$ cat src/tpg_pkg.sv
/*
 Package for the pulse-generation timer: register offsets, field positions,
 reset values, mode and start encodings, timing figures.
 Assumes a 100 MHz system clock and an APB register slave.
*/
package tpg_pkg;

  // Register byte offsets
  localparam logic [7:0] CTRL_OFF = 8'h00;
  localparam logic [7:0] PERIOD_OFF = 8'h04;
  localparam logic [7:0] DUTY_OFF = 8'h08;
  localparam logic [7:0] COUNT_OFF = 8'h0c;
  localparam logic [7:0] STAT_OFF = 8'h10;

  // Control field positions
  localparam int MODE_LSB = 0;
  localparam int MODE_W = 3;
  localparam int START_LSB = 3;
  localparam int START_W = 2;
  localparam int REPEAT_BIT = 5;
  localparam int PRESC_LSB = 6;
  localparam int PRESC_W = 2;
  localparam int LEVEL_BIT = 8;

  // Reset values
  localparam logic [15:0] PERIOD_RST = 16'hffff;
  localparam logic [15:0] DUTY_RST = 16'hffff;

  // Operating modes (only timer and pulse generation act here)
  localparam logic [2:0] MODE_TIMER = 3'h0;
  localparam logic [2:0] MODE_PULSE = 3'h7;

  // Start selection codes
  localparam logic [1:0] START_STOP = 2'h0;
  localparam logic [1:0] START_CMD = 2'h1;
  localparam logic [1:0] START_RISE = 2'h2;
  localparam logic [1:0] START_FALL = 2'h3;

  // Noise filter: pulses up to four main-clock periods are rejected
  localparam int CLK_PERIOD_NS = 10;
  localparam int MAIN_CLK_NS = 10;
  localparam int REJECT_NS = 4 * MAIN_CLK_NS;
  localparam int REJECT_CYC = (REJECT_NS + CLK_PERIOD_NS - 1) / CLK_PERIOD_NS;

  typedef enum logic [1:0] {
    TPG_IDLE = 2'b00,
    TPG_ARMED = 2'b01,
    TPG_RUN = 2'b10
  } tpg_state_t;

endpackage : tpg_pkg

$ cat src/tpg_in_filter.sv
/*
 Input conditioner for the timer input pin: three-stage synchroniser and a
 glitch filter that accepts a new level only after it has stood long enough.
 Assumes an asynchronous pin and one system clock.
*/
`timescale 1ns/1ps
module tpg_in_filter #(
  parameter int HOLD_CYC = 5
) (
  // Clock and reset
  input wire logic ref_clk_i,
  input wire logic rst_i,
  // Pin and filtered result
  input wire logic pin_i,
  output logic level_o,
  output logic rise_o,
  output logic fall_o
);
  import tpg_pkg::*;

  localparam int CW = $clog2(HOLD_CYC + 1);

  logic [2:0] sync_q;
  logic [2:0] sync_d;
  logic [CW-1:0] cnt_q;
  logic [CW-1:0] cnt_d;
  logic level_q;
  logic level_d;
  logic rise_q;
  logic rise_d;
  logic fall_q;
  logic fall_d;
  logic agree;

  ////////////////////////////////////////////////////////////////////////////
  // Stage 1 feeds stage 2 only; stages 2 and 3 must agree before counting
  assign agree = (sync_q[1] == sync_q[2]);

  always_comb begin
    sync_d = {sync_q[1:0], pin_i};
    cnt_d = cnt_q;
    level_d = level_q;
    rise_d = 1'b0;
    fall_d = 1'b0;
    if (!agree || sync_q[2] == level_q) begin
      cnt_d = '0;
    end else if (cnt_q == CW'(HOLD_CYC - 1)) begin
      // Level stood longer than the reject window
      cnt_d = '0;
      level_d = sync_q[2];
      rise_d = sync_q[2];
      fall_d = !sync_q[2];
    end else begin
      cnt_d = cnt_q + CW'(1);
    end
  end

  always_ff @(posedge ref_clk_i) begin
    if (rst_i) begin
      sync_q <= 3'h0;
      cnt_q <= '0;
      level_q <= 1'b0;
      rise_q <= 1'b0;
      fall_q <= 1'b0;
    end else begin
      sync_q <= sync_d;
      cnt_q <= cnt_d;
      level_q <= level_d;
      rise_q <= rise_d;
      fall_q <= fall_d;
    end
  end

  assign level_o = level_q;
  assign rise_o = rise_q;
  assign fall_o = fall_q;

endmodule : tpg_in_filter

$ cat src/tpg_timer.sv
/*
 Programmable pulse generator: 16-bit up-counter compared with a period and a
 duty register, toggling an output flip-flop that drives an active-low pin.
 Assumes an APB master for software access and a downstream interrupt
 controller that takes a one-cycle request.
*/
// Chosen here: the address map and the APB interface to the registers.
`timescale 1ns/1ps

// Behaviour
// - start by command or pin edge
// - repeat bit: 0 continuous, 1 one-shot
// - duty match toggles output, interrupts, counts
// - period match toggles, interrupts, clears counter
// - stopping holds the pulse pin level
// - one-shot period match clears start, stops
// - pin is inverse of output flip-flop
// - reset clears output flip-flop
// - level write after inverted stop inverts
// - timer-mode write reinitialises output flip-flop
// - input pin rejects short noise pulses
module tpg_timer #(
  parameter int CNT_W = 16,
  parameter int FILT_CYC = tpg_pkg::REJECT_CYC + 1
) (
  // Clock and reset
  input wire logic ref_clk_i,
  input wire logic rst_i,
  // APB slave
  input wire logic psel_i,
  input wire logic penable_i,
  input wire logic pwrite_i,
  input wire logic [7:0] paddr_i,
  input wire logic [31:0] pwdata_i,
  input wire logic [3:0] pstrb_i,
  output logic [31:0] prdata_o,
  output logic pready_o,
  output logic pslverr_o,
  // Pin side
  input wire logic timer_input_pin_i,
  output logic pulse_out_n_o,
  output logic timer_interrupt_o
);
  import tpg_pkg::*;

  logic pin_level;
  logic pin_rise;
  logic pin_fall;

  logic [2:0] mode_q;
  logic [2:0] mode_d;
  logic [1:0] start_q;
  logic [1:0] start_d;
  logic repeat_q;
  logic repeat_d;
  logic [1:0] presc_q;
  logic [1:0] presc_d;
  logic level_q;
  logic level_d;
  logic [CNT_W-1:0] period_q;
  logic [CNT_W-1:0] period_d;
  logic [CNT_W-1:0] duty_q;
  logic [CNT_W-1:0] duty_d;
  logic [CNT_W-1:0] cnt_q;
  logic [CNT_W-1:0] cnt_d;
  logic [2:0] div_q;
  logic [2:0] div_d;
  logic ff_q;
  logic ff_d;
  logic ff_eng;
  logic self_stop;
  logic pout_n_q;
  logic pout_n_d;
  logic irq_q;
  logic irq_d;
  logic [31:0] rdata_q;
  logic [31:0] rdata_d;
  logic rdy_q;
  logic rdy_d;
  logic err_q;
  logic err_d;
  tpg_state_t state_q;
  tpg_state_t state_d;

  logic acc;
  logic wr;
  logic ctrl_wr;
  logic tick;
  logic trig;
  logic [31:0] ctrl_word;

  ////////////////////////////////////////////////////////////////////////////
  // Pin conditioning

  tpg_in_filter #(
    .HOLD_CYC(FILT_CYC)
  ) u_filter (
    .ref_clk_i(ref_clk_i),
    .rst_i(rst_i),
    .pin_i(timer_input_pin_i),
    .level_o(pin_level),
    .rise_o(pin_rise),
    .fall_o(pin_fall)
  );

  ////////////////////////////////////////////////////////////////////////////
  // Bus decode: the answer is prepared in the first access cycle and pready
  // rises one cycle later; a write lands only at the edge that samples pready
  // high, so the write and the end of the transfer fall on one edge

  assign acc = psel_i && penable_i && !rdy_q;
  assign wr = psel_i && penable_i && pwrite_i && rdy_q;
  assign ctrl_wr = wr && (paddr_i == CTRL_OFF) && pstrb_i[0] && pstrb_i[1];

  assign ctrl_word = {23'h0, level_q, presc_q, repeat_q, start_q, mode_q};

  ////////////////////////////////////////////////////////////////////////////
  // Source clock: divide by 1, 2, 4 or 8 from the prescaler field

  assign tick = (presc_q == 2'h0) ? 1'b1 : (div_q[2:0] & ((3'h1 << presc_q) - 3'h1)) == 3'h0;

  assign trig = (start_q == START_CMD) || (start_q == START_RISE && pin_rise)
    || (start_q == START_FALL && pin_fall);

  ////////////////////////////////////////////////////////////////////////////
  // Counting engine: only proposes the toggle and the one-shot stop; the
  // register group decides, so a software write can still win

  always_comb begin
    cnt_d = cnt_q;
    ff_eng = ff_q;
    irq_d = 1'b0;
    self_stop = 1'b0;
    state_d = state_q;
    div_d = (state_q == TPG_RUN) ? div_q + 3'h1 : 3'h0;
    unique case (state_q)
      TPG_IDLE: begin
        if (mode_q == MODE_PULSE && start_q != START_STOP) begin
          state_d = TPG_ARMED;
        end
      end
      TPG_ARMED: begin
        if (start_q == START_STOP || mode_q != MODE_PULSE) begin
          state_d = TPG_IDLE;
        end else if (trig) begin
          state_d = TPG_RUN;
          cnt_d = '0;
        end
      end
      TPG_RUN: begin
        if (start_q == START_STOP || mode_q != MODE_PULSE) begin
          state_d = TPG_IDLE;
        end else if (tick) begin
          if (cnt_q == period_q) begin
            ff_eng = !ff_q;
            irq_d = 1'b1;
            cnt_d = '0;
            if (repeat_q) begin
              self_stop = 1'b1;
              state_d = TPG_IDLE;
            end
          end else begin
            if (cnt_q == duty_q) begin
              ff_eng = !ff_q;
              irq_d = 1'b1;
            end
            cnt_d = cnt_q + CNT_W'(1);
          end
        end
      end
      default: state_d = TPG_IDLE;
    endcase
  end

  ////////////////////////////////////////////////////////////////////////////
  // Control and compare registers

  always_comb begin
    mode_d = mode_q;
    start_d = start_q;
    repeat_d = repeat_q;
    presc_d = presc_q;
    level_d = level_q;
    period_d = period_q;
    duty_d = duty_q;
    ff_d = ff_eng;
    if (self_stop) begin
      start_d = START_STOP;
    end

    // Software writes win over the engine's own clear of the start field
    if (ctrl_wr) begin
      mode_d = pwdata_i[MODE_LSB +: MODE_W];
      start_d = pwdata_i[START_LSB +: START_W];
      repeat_d = pwdata_i[REPEAT_BIT];
      presc_d = pwdata_i[PRESC_LSB +: PRESC_W];
      level_d = pwdata_i[LEVEL_BIT];
      if (pwdata_i[MODE_LSB +: MODE_W] == MODE_TIMER) begin
        ff_d = 1'b0;
      end else if (pwdata_i[LEVEL_BIT] != level_q && state_q != TPG_RUN) begin
        // Level field acts as toggle on change; after an inverted stop
        // the flip-flop ends at the inverse of the written value
        ff_d = !ff_q;
      end
    end
    if (wr && paddr_i == PERIOD_OFF) begin
      period_d = pwdata_i[CNT_W-1:0];
    end
    if (wr && paddr_i == DUTY_OFF) begin
      duty_d = pwdata_i[CNT_W-1:0];
    end
    // Pin register follows the flip-flop in the same cycle
    pout_n_d = !ff_d;
  end

  ////////////////////////////////////////////////////////////////////////////
  // Bus answer

  always_comb begin
    rdy_d = psel_i && penable_i && !rdy_q;
    err_d = 1'b0;
    rdata_d = 32'h0;
    if (acc) begin
      unique case (paddr_i)
        CTRL_OFF: rdata_d = ctrl_word;
        PERIOD_OFF: rdata_d = {16'h0, period_q};
        DUTY_OFF: rdata_d = {16'h0, duty_q};
        COUNT_OFF: rdata_d = {16'h0, cnt_q};
        STAT_OFF: rdata_d = {28'h0, pin_level, ff_q, state_q};
        default: err_d = 1'b1;
      endcase
      if (pwrite_i && (paddr_i == COUNT_OFF || paddr_i == STAT_OFF)) begin
        err_d = 1'b1;
      end
    end
  end

  ////////////////////////////////////////////////////////////////////////////
  // Registers

  always_ff @(posedge ref_clk_i) begin
    if (rst_i) begin
      cnt_q <= '0;
      div_q <= 3'h0;
      irq_q <= 1'b0;
      state_q <= TPG_IDLE;
    end else begin
      cnt_q <= cnt_d;
      div_q <= div_d;
      irq_q <= irq_d;
      state_q <= state_d;
    end
  end

  always_ff @(posedge ref_clk_i) begin
    if (rst_i) begin
      mode_q <= MODE_TIMER;
      start_q <= START_STOP;
      repeat_q <= 1'b0;
      presc_q <= 2'h0;
      level_q <= 1'b0;
      period_q <= PERIOD_RST;
      duty_q <= DUTY_RST;
      ff_q <= 1'b0;
      pout_n_q <= 1'b1;
    end else begin
      mode_q <= mode_d;
      start_q <= start_d;
      repeat_q <= repeat_d;
      presc_q <= presc_d;
      level_q <= level_d;
      period_q <= period_d;
      duty_q <= duty_d;
      ff_q <= ff_d;
      pout_n_q <= pout_n_d;
    end
  end

  always_ff @(posedge ref_clk_i) begin
    if (rst_i) begin
      rdata_q <= 32'h0;
      rdy_q <= 1'b0;
      err_q <= 1'b0;
    end else begin
      rdata_q <= rdata_d;
      rdy_q <= rdy_d;
      err_q <= err_d;
    end
  end

  ////////////////////////////////////////////////////////////////////////////
  // Outputs

  assign pulse_out_n_o = pout_n_q;
  assign timer_interrupt_o = irq_q;
  assign prdata_o = rdata_q;
  assign pready_o = rdy_q;
  assign pslverr_o = err_q;

endmodule : tpg_timer

$ cat config.mk
export PLATFORM = sky130hd
export DESIGN_NAME = tpg_timer
export DESIGN_NICKNAME = d
export VERILOG_FILES = /design/src/tpg_pkg.sv /design/src/tpg_in_filter.sv /design/src/tpg_timer.sv
export SDC_FILE = /design/constraint.sdc
export NUM_CORES = 1
export LEC_CHECK = 0
export ABC_AREA = 1
export BUFFER_PORTS_ARGS = -buffer_cell sky130_fd_sc_hd__buf_2
export CORE_AREA = 2 2 95 97
export DETAILED_ROUTE_END_ITERATION = 8
export DIE_AREA = 0 0 97 99
export GPL_ROUTABILITY_DRIVEN = 0
export HOLD_SLACK_MARGIN = 0.05
export PLACE_DENSITY = 0.9
export REMOVE_ABC_BUFFERS = 1
export SLEW_MARGIN = 5
export SYNTH_ARGS = -nofsm -noshare
export SYNTH_HDL_FRONTEND = slang
export SYNTH_HIERARCHICAL = 1
export SYNTH_SLANG_ARGS = --single-unit
$ cat constraint.sdc
create_clock -name ref_clk_i -period 1.6 [get_ports ref_clk_i]
set_input_delay 0.08 -clock ref_clk_i [delete_from_list [all_inputs] [get_ports ref_clk_i]]
set_output_delay 0.08 -clock ref_clk_i [all_outputs]
set_load 0.005 [all_outputs]
* After elaboration in Yosys (flattened, before gate mapping)
Index checks and enable logic that the tools add are counted.
** Storage, ports and cells
- Register bits after elaboration :: 108
- Output and inout bits :: 36
- Word-level logic and storage cells :: 136
** Cells by class
- $add $sub $neg :: 4
- Equal/unequal tests :: 27
- Shift-type cells :: 1
- Multiplexer cells :: 35
- Bitwise gates (word level) :: 6
- Reductions and logical operators :: 42
** Operators by type and width (number)
- 16-bit two-way mux :: 5
- 16-bit one-hot mux with 5 select lines :: 1
- 16-bit equality test :: 2
- 16-bit one-hot mux with 2 select lines :: 1
- 1-bit two-way mux :: 18
- 2-bit two-way mux :: 9
- 16-bit by 1-bit adder with 16-bit output, second input constant :: 1
- 8-bit by 4-bit equality test with 1-bit output, second input constant :: 2
- 1-bit logical AND :: 14
- 2-bit inequality test, second input constant :: 6
- 5-bit AND reduction :: 2
- 8-bit by 3-bit equality test with 1-bit output, second input constant :: 1
- 8-bit by 5-bit equality test with 1-bit output, second input constant :: 1
- 8-bit logical NOT :: 1
- 3-bit by 1-bit adder with 3-bit output, second input constant :: 2
- 2-bit equality test, second input constant :: 3
- 3-bit equality test, second input constant :: 2
- 2-bit logical NOT :: 3
- 3-bit logical NOT :: 2
- 3-bit by 2-bit inequality test with 1-bit output, second input constant :: 2
- 3-bit inequality test, second input constant :: 2
- 2-bit one-hot mux with 3 select lines :: 1
- 2-bit nonzero test :: 3
- 3-bit OR reduction :: 2
- 14 further kinds :: 29

* Longest topological paths before layout
Gate-level depths: netlist (run 1).
- Word-level depth :: 12
- Depth in mapped cells :: 14
- Mapped depth without buffers :: 13

* Hierarchy
The synthesis (run 1) kept the hierarchy.
** By module, submodules not included
- tpg_timer :: instances 1, cells an instance 643, area an instance 4316.6 µm², sequential area each 1661.6 µm²
- tpg_in_filter :: instances 1, cells an instance 41, area an instance 346.6 µm², sequential area each 180.2 µm²

* Least setup slack after synthesis (run 1)
Ideal clock, no wire load.
- Kind :: reg-to-reg
- Start :: reg cnt_q[11] (netlist name)
- End :: reg cnt_q[5] (netlist name)
- Setup time :: 0.121 ns
- Arrival time :: 1.312 ns
- Slack :: 0.167 ns
- Cell stages (with the launch flop) :: 14
- Path buffers :: 2
- Period minus slack after synthesis :: 1.433 ns
- Cell sequence :: dfxtp_1 -> clkbuf_2 -> inv_1 -> nand2_1 -> nand2_1 -> nor2_1 -> nand2_1 -> nor2_1 -> nand2_1 -> nand2_2 -> nand2_1 -> nand2_1 -> buf_6 -> nor3_1

==> flow_summary.yaml, run 1 <==
setup_path:
  worstPathRequired_ns: 1.87
  r2r_setup_slack_ns: -0.08
  end_kind: "flip-flop"
  start_kind: "flip-flop"
  worstReg2RegStart: "start_q[1]"
  reg2reg_depth: 11
  cp_data_arrival_time_ns: 1.95
  r2r-end: "cnt_q[3]"
  cp_max_fo: 6
  crit_type: "reg2reg"
flow_run:
  cap_violations: 0
timing:
  hold_viol_final: 0
  fin_ws_ns: -0.0833
  finalSetupViolCount: 17
  slew_violations: 0
  period_needed_ns: 1.68
  rsz0062_at_grt: "true"
  clock_skew_ns: 0.0127
  min_period_over_period: 1.05
  fmaxAchievable_mhz: 594
synth:
  synth.top_cell.area_share: 0.395
  postSynthCellCount: 684
  async_reset_ff_frac: 0
  synth_top_flop_cell: "dfxtp_1"
  synth_edf_count: 0
  yosysSeqAreaShare: 0.395
  synth.avg_cell_area_um2: 6.82
  synth.distinct_cells: 38
  synth.largest_area_cell: "dfxtp_1"
  yosysWarnings: 6
  syn_area_um2: 4660
  ys_ff_latch: 92
  yosysMostFrequentCell: "nand2_1"
  synth_area_leaders: "dfxtp_1, nand2_1, inv_1"
  yosys-top-cells-count: "nand2_1, dfxtp_1, inv_1"
routing:
  drcViolationCount: 0
  wire_per_inst_um: 16.5
  drtIter0Drc: 676
  drt_wl_total_mm: 15.2
  drtAntennaViolNets: 0
  drt-pass1-iter-count: 8
  vias: 5303
  vias_per_cell: 5.75
floorplanning:
  dieArea_um2: 9600
  die_w_um: 97
  die_y_um: 99
  initial_utilization: 0.545
  core-area_um2: 8550
  rows: 34
  ios: 86
grt:
  first_global_vias: 4794
  antenna_found_initial: 0
  grtUsageTotal: 0.265
  grt_max_degree: 21
  grt_first_pass_wirelength_mm: 20.8
  grt_overflow_total: 0
cells_and_area:
  fin_area_um2: 6100
  num-nets-final: 863
  fin_cells: 922
  drive_gt1_frac: 0.303
  multi_input_area_um2: 2500
  area_growth_syn_to_layout_pct: 30.9
  regArea_um2: 1890
  fill_cells: 609
  diodes: 0
place:
  pre_cts_slack_ns: -0.0819
  placed_area_um2: 5310
  place_inst: 876
  numPortBuffers: 51
  dp_hpwl_mm: 9.39
hold_path:
  hold_path_depth: 4
  min-delay-start: "penable_i"
  holdPathEnd: "pready_o"
  hold_class: "in2reg"
clock_tree:
  cts_buffer_depth: 2
  worstSkewPairLatency_ns: 0.38
  clk_pin_slew_worst_paths_ns: 0.10
  cts_buffers: 9
  cts_tree: "built"
  clock-root-buffer: "clkbuf_8"
  htree_levels: 3
  clock-sinks: 92
power:
  total_power_mw: 4.15
  p_leak_nw: 2.81
  p_per_area_nw_per_um2: 680
  peakVddDrop_v: 0.000383
status:
  outcome: "complete, but fails checks"
  violations: "negative setup slack"
==> placed cells by master, fill, tap and decap left out, drive strengths merged <==
cell type and count:
a21boi 1, clkinvlp 1, inv 99, a31oi 1, buf 114, or2 1
bufinv 1, xnor2 2, a21oi 26, o21ai 18, a211oi 5, dfxtp 92
nor3 16, nor4 3, xor2 4, o221ai 1, clkbuf 12, ha 4
o22ai 20, a221oi 2, nor2 93, nor3b 1, clkinv 2, conb 16
o211ai 32, nand3 17, nand2 204, nand4 6, dlygate4sd3 19, nand3b 1
==> kinds of logic (layout without fill, tap and decap cells) <==
| kind of cell | after synthesis | in the layout | share of synthesized area |
|---|---|---|---|
| adder cells (fa/ha/maj) | 4 | 4 | 0.0107 |
| XOR/XNOR | 6 | 6 | 0.0113 |
| AND/OR/NAND/NOR | 342 | 342 | 0.307 |
| flip-flops | 92 | 92 | 0.395 |
| buffers and inverters | 133 | 248 | 0.130 |
| AO/OA/AOI/OAI | 106 | 106 | 0.145 |
| other | 1 | 16 | 0.000804 |
==> critical path, cell delays in order, from the launching register on <==
cell and delay [ns]:
dfxtp_2 0.36, inv_2 0.04, or2_1 0.20, nand2_1 0.08
nand2_2 0.06, nand3_2 0.09, nand2_4 0.10, buf_12 0.15
nand2_4 0.07, nand2_4 0.07, buf_12 0.15, nor3_2 0.22
==> final cells by class <==
class,instances,share of cell area
Multi-Input combinational cell,474,0.409
Sequential cell,92,0.310
Inverter,98,0.0607
Clock buffer,11,0.0232
Clock inverter,5,0.00984
Tap cell,108,0.0221
Timing Repair Buffer,134,0.165
==> worst max-delay path by stage <==
stage / from / endpoint / cells after the start
floorplan: paddr_i[5] / period_q[0] / 6
global placement: cnt_q[0] / cnt_q[14] / 10
detailed placement: cnt_q[0] / ff_q / 13
CTS: cnt_q[4] / ff_q / 13
global route: cnt_q[3] / ff_q / 14
finish: start_q[1] / cnt_q[3] / 11
==> registers in the layout, summed over array words and instances, names as in the netlist, 2 cells and up <==
register and flops:
cnt_q 16, duty_q 16, period_q 16, prdata_o 16
div_q 3, mode_q 3, u_filter/cnt_q 3, u_filter/sync_q 3
presc_q 2, start_q 2, state_q 2
==> stage by stage <==
stage	utilization	hold slack [ns]	setup TNS [ns]
final	0.714	0.0992	-0.494
after CTS	0.670	0.0853	0
after global routing	0.714	0.116	-1.96
after global placement	0.621	0.289	-0.0325
after detailed placement	0.621	0.293	-0.753
after floorplan	-	0.149	-5.28
==> routing by layer <==
layer | global-route usage | routed length [um] | up-vias
li1 | - | - | 2410
met1 | 0.302 | 5310 | 2371
met2 | 0.468 | 7290 | 400
met3 | 0.0546 | 1480 | 122
met4 | 0.138 | 1100 | 0
met5 | 0 | 0 | -
==> where the power goes <==
group	switching (mW)	internal, mW
Clock	0.882	0.772
Combinational	0.117	0.0940
Sequential	0.00386	2.28
Total	1.00	3.15
==> repair_timing <==
item,in CTS,in global routing
hold buffers,19,0
cloned,0,1
setup endpoints to repair,16,22
gates resized for setup,14,100
pin swaps,1,24
setup buffers,0,11
hold endpoints to repair,44,0
Power figures use the tool's default switching activity.
==> inputs of run 2 (changes only) <==
ABC_AREA = not set   (was 1)
CORE_AREA = 2 2 94 96   (was 2 2 95 97)
DIE_AREA = 0 0 96 98   (was 0 0 97 99)
PLACE_DENSITY = 0.91   (was 0.9)
==> run 2 against run 1 <==
Effect of this change: the flow still finishes with violations (negative setup slack); clock skew increased by 0.0087 ns; final cell count decreased by 17%; die area decreased by 2.0%; non-clock buffer count increased by 25; combinational power increased by 38%; utilization increased by 1.5 points; final area increased by 1.1%; register-to-register slack got worse by 0.44 ns; worst setup slack got worse by 0.44 ns; maximum frequency decreased by 21%; routed wire length increased by 15%; synthesized cell count decreased by 24%; largest power group unchanged; highest routed layer unchanged.
==> flow_summary.yaml, run 2 <==
status:
  outcome: "complete, but fails checks"
  violations: "negative setup slack"
setup_path:
  start_kind: "flip-flop"
  cp_data_arrival_time_ns: 2.38
  crit_type: "reg2reg"
  worstPathRequired_ns: 1.85
  cp_max_fo: 3
  end_kind: "flip-flop"
  r2r_setup_slack_ns: -0.53
power:
  p_comb_frac: 0.069
  switchingPower_mw: 1.19
  swShare: 0.280
  p_leak_nw: 2.53
  intPower_mw: 3.05
  p_per_area_nw_per_um2: 687
  pwr-share-seq: 0.540
  clockPowerShare: 0.391
  peakVddDrop_v: 0.000476
place:
  dp_hpwl_mm: 9.26
  numPortBuffers: 51
  pre_cts_slack_ns: -0.286
  placed_area_um2: 5380
synth:
  async_reset_ff_frac: 0
  synth_area_leaders: "dfxtp_1, xnor2_1, mux2i_1"
  yosysSeqAreaShare: 0.399
  synth_top_flop_cell: "dfxtp_1"
  ys_ff_latch: 92
  synth.avg_cell_area_um2: 8.89
  synth.largest_area_cell: "dfxtp_1"
  synth_edf_count: 0
  synth.top_cell.area_share: 0.399
  syn_area_um2: 4610
  yosysMostFrequentCell: "dfxtp_1"
  yosysWarnings: 6
  postSynthCellCount: 519
  synth.distinct_cells: 59
  yosys-top-cells-count: "dfxtp_1, nand2_1, nor2_1"
floorplanning:
  ios: 86
  initial_utilization: 0.545
  dieArea_um2: 9410
  die_w_um: 96
  core-area_um2: 8470
  rows: 34
  die_y_um: 98
timing:
  rsz0062_at_grt: "true"
  min_period_over_period: 1.33
  clock_skew_ns: 0.0214
  fmaxAchievable_mhz: 470
  relSlewSlack: 0.604
  period_needed_ns: 2.13
  hold_viol_final: 0
  tightest_slew_ns: 0.590
  fin_ws_ns: -0.527
  tns_ns: -7.69
  finalSetupViolCount: 22
  slew_violations: 0
cells_and_area:
  area_growth_syn_to_layout_pct: 33.8
  final_util: 0.729
  drive_gt1_frac: 0.362
  fin_area_um2: 6170
  final_common_cell: "buf_4"
  fill_cells: 499
  mostFrequentLayoutCells: "buf_4, dfxtp_1, buf_2"
  num-nets-final: 706
  diodes: 0
clock_tree:
  cts_buffers: 9
  htree_levels: 3
  clk_pin_slew_worst_paths_ns: 0.12
  cts_tree: "built"
  cts_buffer_depth: 2
  clock-sinks: 92
  clock-root-buffer: "clkbuf_8"
  worstSkewPairLatency_ns: 0.39
grt:
  first_global_vias: 4797
  grtUsageTotal: 0.342
  grt_first_pass_wirelength_mm: 24.6
  grt_overflow_total: 0
  antenna_found_initial: 0
  grt_max_degree: 56
routing:
  drtAntennaViolNets: 0
  vias: 4985
  vias_per_cell: 6.52
  drtIter0Drc: 772
  drt-pass1-iter-count: 9
  wire_per_inst_um: 22.8
  drt_wl_total_mm: 17.4
  drcViolationCount: 0
flow_run:
  cap_violations: 0
hold_path:
  hold_class: "in2reg"
-- run 2: cell count changes in the layout (fill, tap and decap cells not counted), moves of 21 or more --
cell | before | now
o211ai_1 | 32 | 0
nand2_1 | 179 | 48
nor2b_1 | 0 | 21
inv_1 | 82 | 7
buf_4 | 56 | 81
nor2_1 | 73 | 37
xnor2_1 | 2 | 31
-- run 2: cells by family after synthesis --
logic type,count (synthesis),synth area share
buf+inv,60,0.0692
xor+xnor,47,0.0892
other cells,1,0.000813
flops,92,0.399
mux,28,0.0629
compound gates,74,0.116
fa+ha+maj,4,0.0108
simple gates,213,0.251
-- run 2: final timing paths --
kind / startpoint / cells after the start / to
max: cnt_q[1] / 8 / cnt_q[4]
min: penable_i / 4 / pslverr_o
max reg2reg: cnt_q[1] / 8 / cnt_q[4]
min reg2reg: u_filter/cnt_q[0] / 1 / u_filter/cnt_q[0]
-- run 2: metal layers --
metal	GRT usage	share of wire
met4	0.244	0.099
met3	0.118	0.13
met5	0	0
met1	0.371	0.34
met2	0.546	0.44
-- run 2: repair_timing --
action                                  in CTS  in global routing
endpoints found under the setup margin      26                 36
resized for setup                           36                 41
hold endpoints to repair                    44                  0
cloned                                       1                  0
setup buffers                                9                  2
pin swaps                                   17                 15
hold buffers                                19                  0
-- run 2: per-stage QoR --
| stage | cells | total power [mW] | hold WS, ns |
|---|---|---|---|
| finish | 765 | 4.24 | 0.107 |
| global route | 765 | 4.34 | 0.120 |
| CTS | 764 | 4.21 | 0.0764 |
| detailed placement | 719 | 2.58 | 0.301 |
| global placement | 719 | 2.57 | 0.292 |
| floorplan | 482 | 2.44 | 0.149 |
-- run 2: critical path: stages (launching register included) --
cell,delay [ns]
dfxtp_4,0.41
buf_4,0.14
buf_4,0.11
ha_1,0.29
buf_4,0.19
nand3_1,0.11
nor3_1,0.29
xnor2_1,0.34
nor2_1,0.10
-- run 2: layout make-up --
cell class | count | area (um2) | share of cell area
Sequential cell | 92 | 1880 | 0.304
Tap cell | 108 | 135 | 0.0219
Inverter | 8 | 30.0 | 0.00487
Multi-Input combinational cell | 382 | 2750 | 0.446
Clock buffer | 9 | 124 | 0.0201
Clock inverter | 7 | 91.3 | 0.0148
Timing Repair Buffer | 159 | 1160 | 0.188
-- run 2: power by group through the flow --
stage	Sequential [mW]	Clock [mW]	Combinational, mW
floorplan	2.35	0	0.0868
detailed placement	2.35	0	0.226
global placement	2.35	0	0.217
finish	2.29	1.66	0.291
CTS	2.30	1.63	0.279
global route	2.29	1.74	0.305
==> inputs of run 3 (changes only) <==
CORE_AREA = 2 2 80 113   (was 2 2 94 96)
DIE_AREA = 0 0 82 115   (was 0 0 96 98)
==> run 3 against run 2 <==
Effect of this change: the flow still finishes with violations (negative setup slack); clock skew is 0.013 ns lower; register-to-register slack better by 0.26 ns; first-iteration DRC count is 3.9% lower; worst setup slack better by 0.26 ns; final cell count is 0.52% lower; global-route usage is 2.1 points lower; sequential power hardly changed; combinational power is 2% higher; critical path depth is 2 lower; maximum frequency is 14% higher; utilization is 1.5 points higher; critical path type unchanged; largest cell class unchanged; highest routed layer unchanged.
==> flow_summary.yaml, run 3 (synthesis gave the netlist of run 2 again) <==
place:
  dp_hpwl_mm: 9.55
  numPortBuffers: 51
power:
  switchingPower_mw: 1.09
  intPower_mw: 3.76
  swShare: 0.225
  total_power_mw: 4.85
  p_per_area_nw_per_um2: 776
  p_leak_nw: 2.54
  pwr-share-seq: 0.473
  clockPowerShare: 0.466
  peakVddDrop_v: 0.000839
  p_comb_frac: 0.061
cells_and_area:
  regArea_um2: 1870
  diodes: 0
  fill_cells: 499
  mostFrequentLayoutCells: "buf_4, dfxtp_1, buf_2"
  multi_input_area_um2: 2740
  final_common_cell: "buf_4"
  area_growth_syn_to_layout_pct: 35.5
  num-nets-final: 705
  drive_gt1_frac: 0.357
floorplanning:
  die_y_um: 115
  die_w_um: 82
  rows: 40
  initial_utilization: 0.549
  dieArea_um2: 9430
  core-area_um2: 8410
  ios: 86
routing:
  drcViolationCount: 0
  vias: 4894
  wire_per_inst_um: 22.2
  drt_wl_total_mm: 16.9
  drtIter0Drc: 742
  vias_per_cell: 6.43
  drt-pass1-iter-count: 7
  drtAntennaViolNets: 0
timing:
  hold_slack_ns: 0.127
  slew_violations: 0
  fmaxAchievable_mhz: 534
  finalSetupViolCount: 22
  min_period_over_period: 1.17
  hold_viol_final: 0
  fin_ws_ns: -0.271
  tns_ns: -4.84
  period_needed_ns: 1.87
  clock_skew_ns: 0.00880
  rsz0062_at_grt: "true"
setup_path:
  crit_end: "ff_q"
  worstReg2RegStart: "cnt_q[0]"
  crit_type: "reg2reg"
  r2r-end: "ff_q"
  end_kind: "flip-flop"
  critPathTopFamily: "simple AND/OR/NAND/NOR gates"
  reg2reg_depth: 6
  start_kind: "flip-flop"
  cp_slowest_cell: "dfxtp_2"
  path_cells: "xnor2_1, nand4_1, nor4_2, o21a_1, o21ai_2, and3_4"
  worstPathRequired_ns: 1.85
  max_stage_delay_ns: 0.38
  cp-startpoint: "cnt_q[0]"
  path_buf_inv: 0
  cp_data_arrival_time_ns: 2.12
  r2r_setup_slack_ns: -0.27
  cp_max_fo: 6
  worst-path-stages: 6
grt:
  grt_overflow_total: 0
  antenna_found_initial: 0
  grt_first_pass_wirelength_mm: 22.9
  grtUsageTotal: 0.321
  first_global_vias: 4612
  grt_max_degree: 33
clock_tree:
  cts_tree: "built"
  cts_buffer_depth: 2
  worstSkewPairLatency_ns: 0.36
  clk_pin_slew_worst_paths_ns: 0.07
  cts_buffers: 9
  clock-sinks: 92
  htree_levels: 3
  clock-root-buffer: "clkbuf_16"
hold_path:
  hold_class: "in2reg"
status:
  outcome: "complete, but fails checks"
  violations: "negative setup slack"
flow_run:
  cap_violations: 0
[run 3: worst reg2reg max path, delay by kind of cell (launching register included)]
family                    cells  cell delay (ns)
and+or+nand+nor               3             0.73
AOI/OAI and AO/OA             2             0.39
DFF                           1             0.38
xor gates and xnor gates      1             0.27
[run 3: worst min path at each step]
stage	start	to	slack, ns	cells past startpoint
3_3_place_gp	timer_input_pin_i	u_filter/sync_q[0]	0.29	2
4_1_cts	rst_i	pready_o	0.14	3
5_1_grt	rst_i	pready_o	0.13	3
6_report	rst_i	pready_o	0.13	3
2_1_floorplan	rst_i	start_q[0]	0.15	1
3_5_place_dp	timer_input_pin_i	u_filter/sync_q[0]	0.30	2
[run 3: final cells by class]
cell class,count,area share
flip-flops and latches,92,0.300
inverters,8,0.00480
multi-input cells,382,0.438
repair buffers,158,0.186
clock buffers,13,0.0432
well taps,105,0.0210
clock inverters,3,0.00700
[run 3: power by group through the flow]
stage	sequential (mW)	clock, mW	combinational [mW]
3_5_place_dp	2.35	0	0.234
2_1_floorplan	2.35	0	0.0868
5_1_grt	2.29	2.37	0.312
4_1_cts	2.30	2.24	0.267
3_3_place_gp	2.35	0	0.225
6_report	2.29	2.26	0.297
[run 3: stage by stage]
| stage | cell area [um2] | util | cells | worst slack (ns) |
|---|---|---|---|---|
| 2_1_floorplan | 4380 | - | 482 | -0.323 |
| 3_3_place_gp | 5440 | 0.647 | 724 | -0.161 |
| 3_5_place_dp | 5440 | 0.647 | 724 | -0.275 |
| 4_1_cts | 6030 | 0.717 | 757 | -0.120 |
| 5_1_grt | 6250 | 0.744 | 761 | -0.316 |
| 6_report | 6250 | 0.744 | 761 | -0.271 |
[run 3: layer usage]
metal	track usage	vias up	wire, um	part of all wire
li1	-	2029	-	-
met1	0.335	2255	5490	0.32
met2	0.554	438	8110	0.48
met3	0.0738	172	1670	0.099
met4	0.227	0	1660	0.098
met5	0	-	0	0
[run 3: timing repair]
action,in CTS,in global routing
gates resized for setup,28,43
pin swaps,11,12
endpoints found under the hold margin,37,0
hold buffers,17,0
cloned,0,1
setup endpoints to repair,22,26
setup buffers,0,3
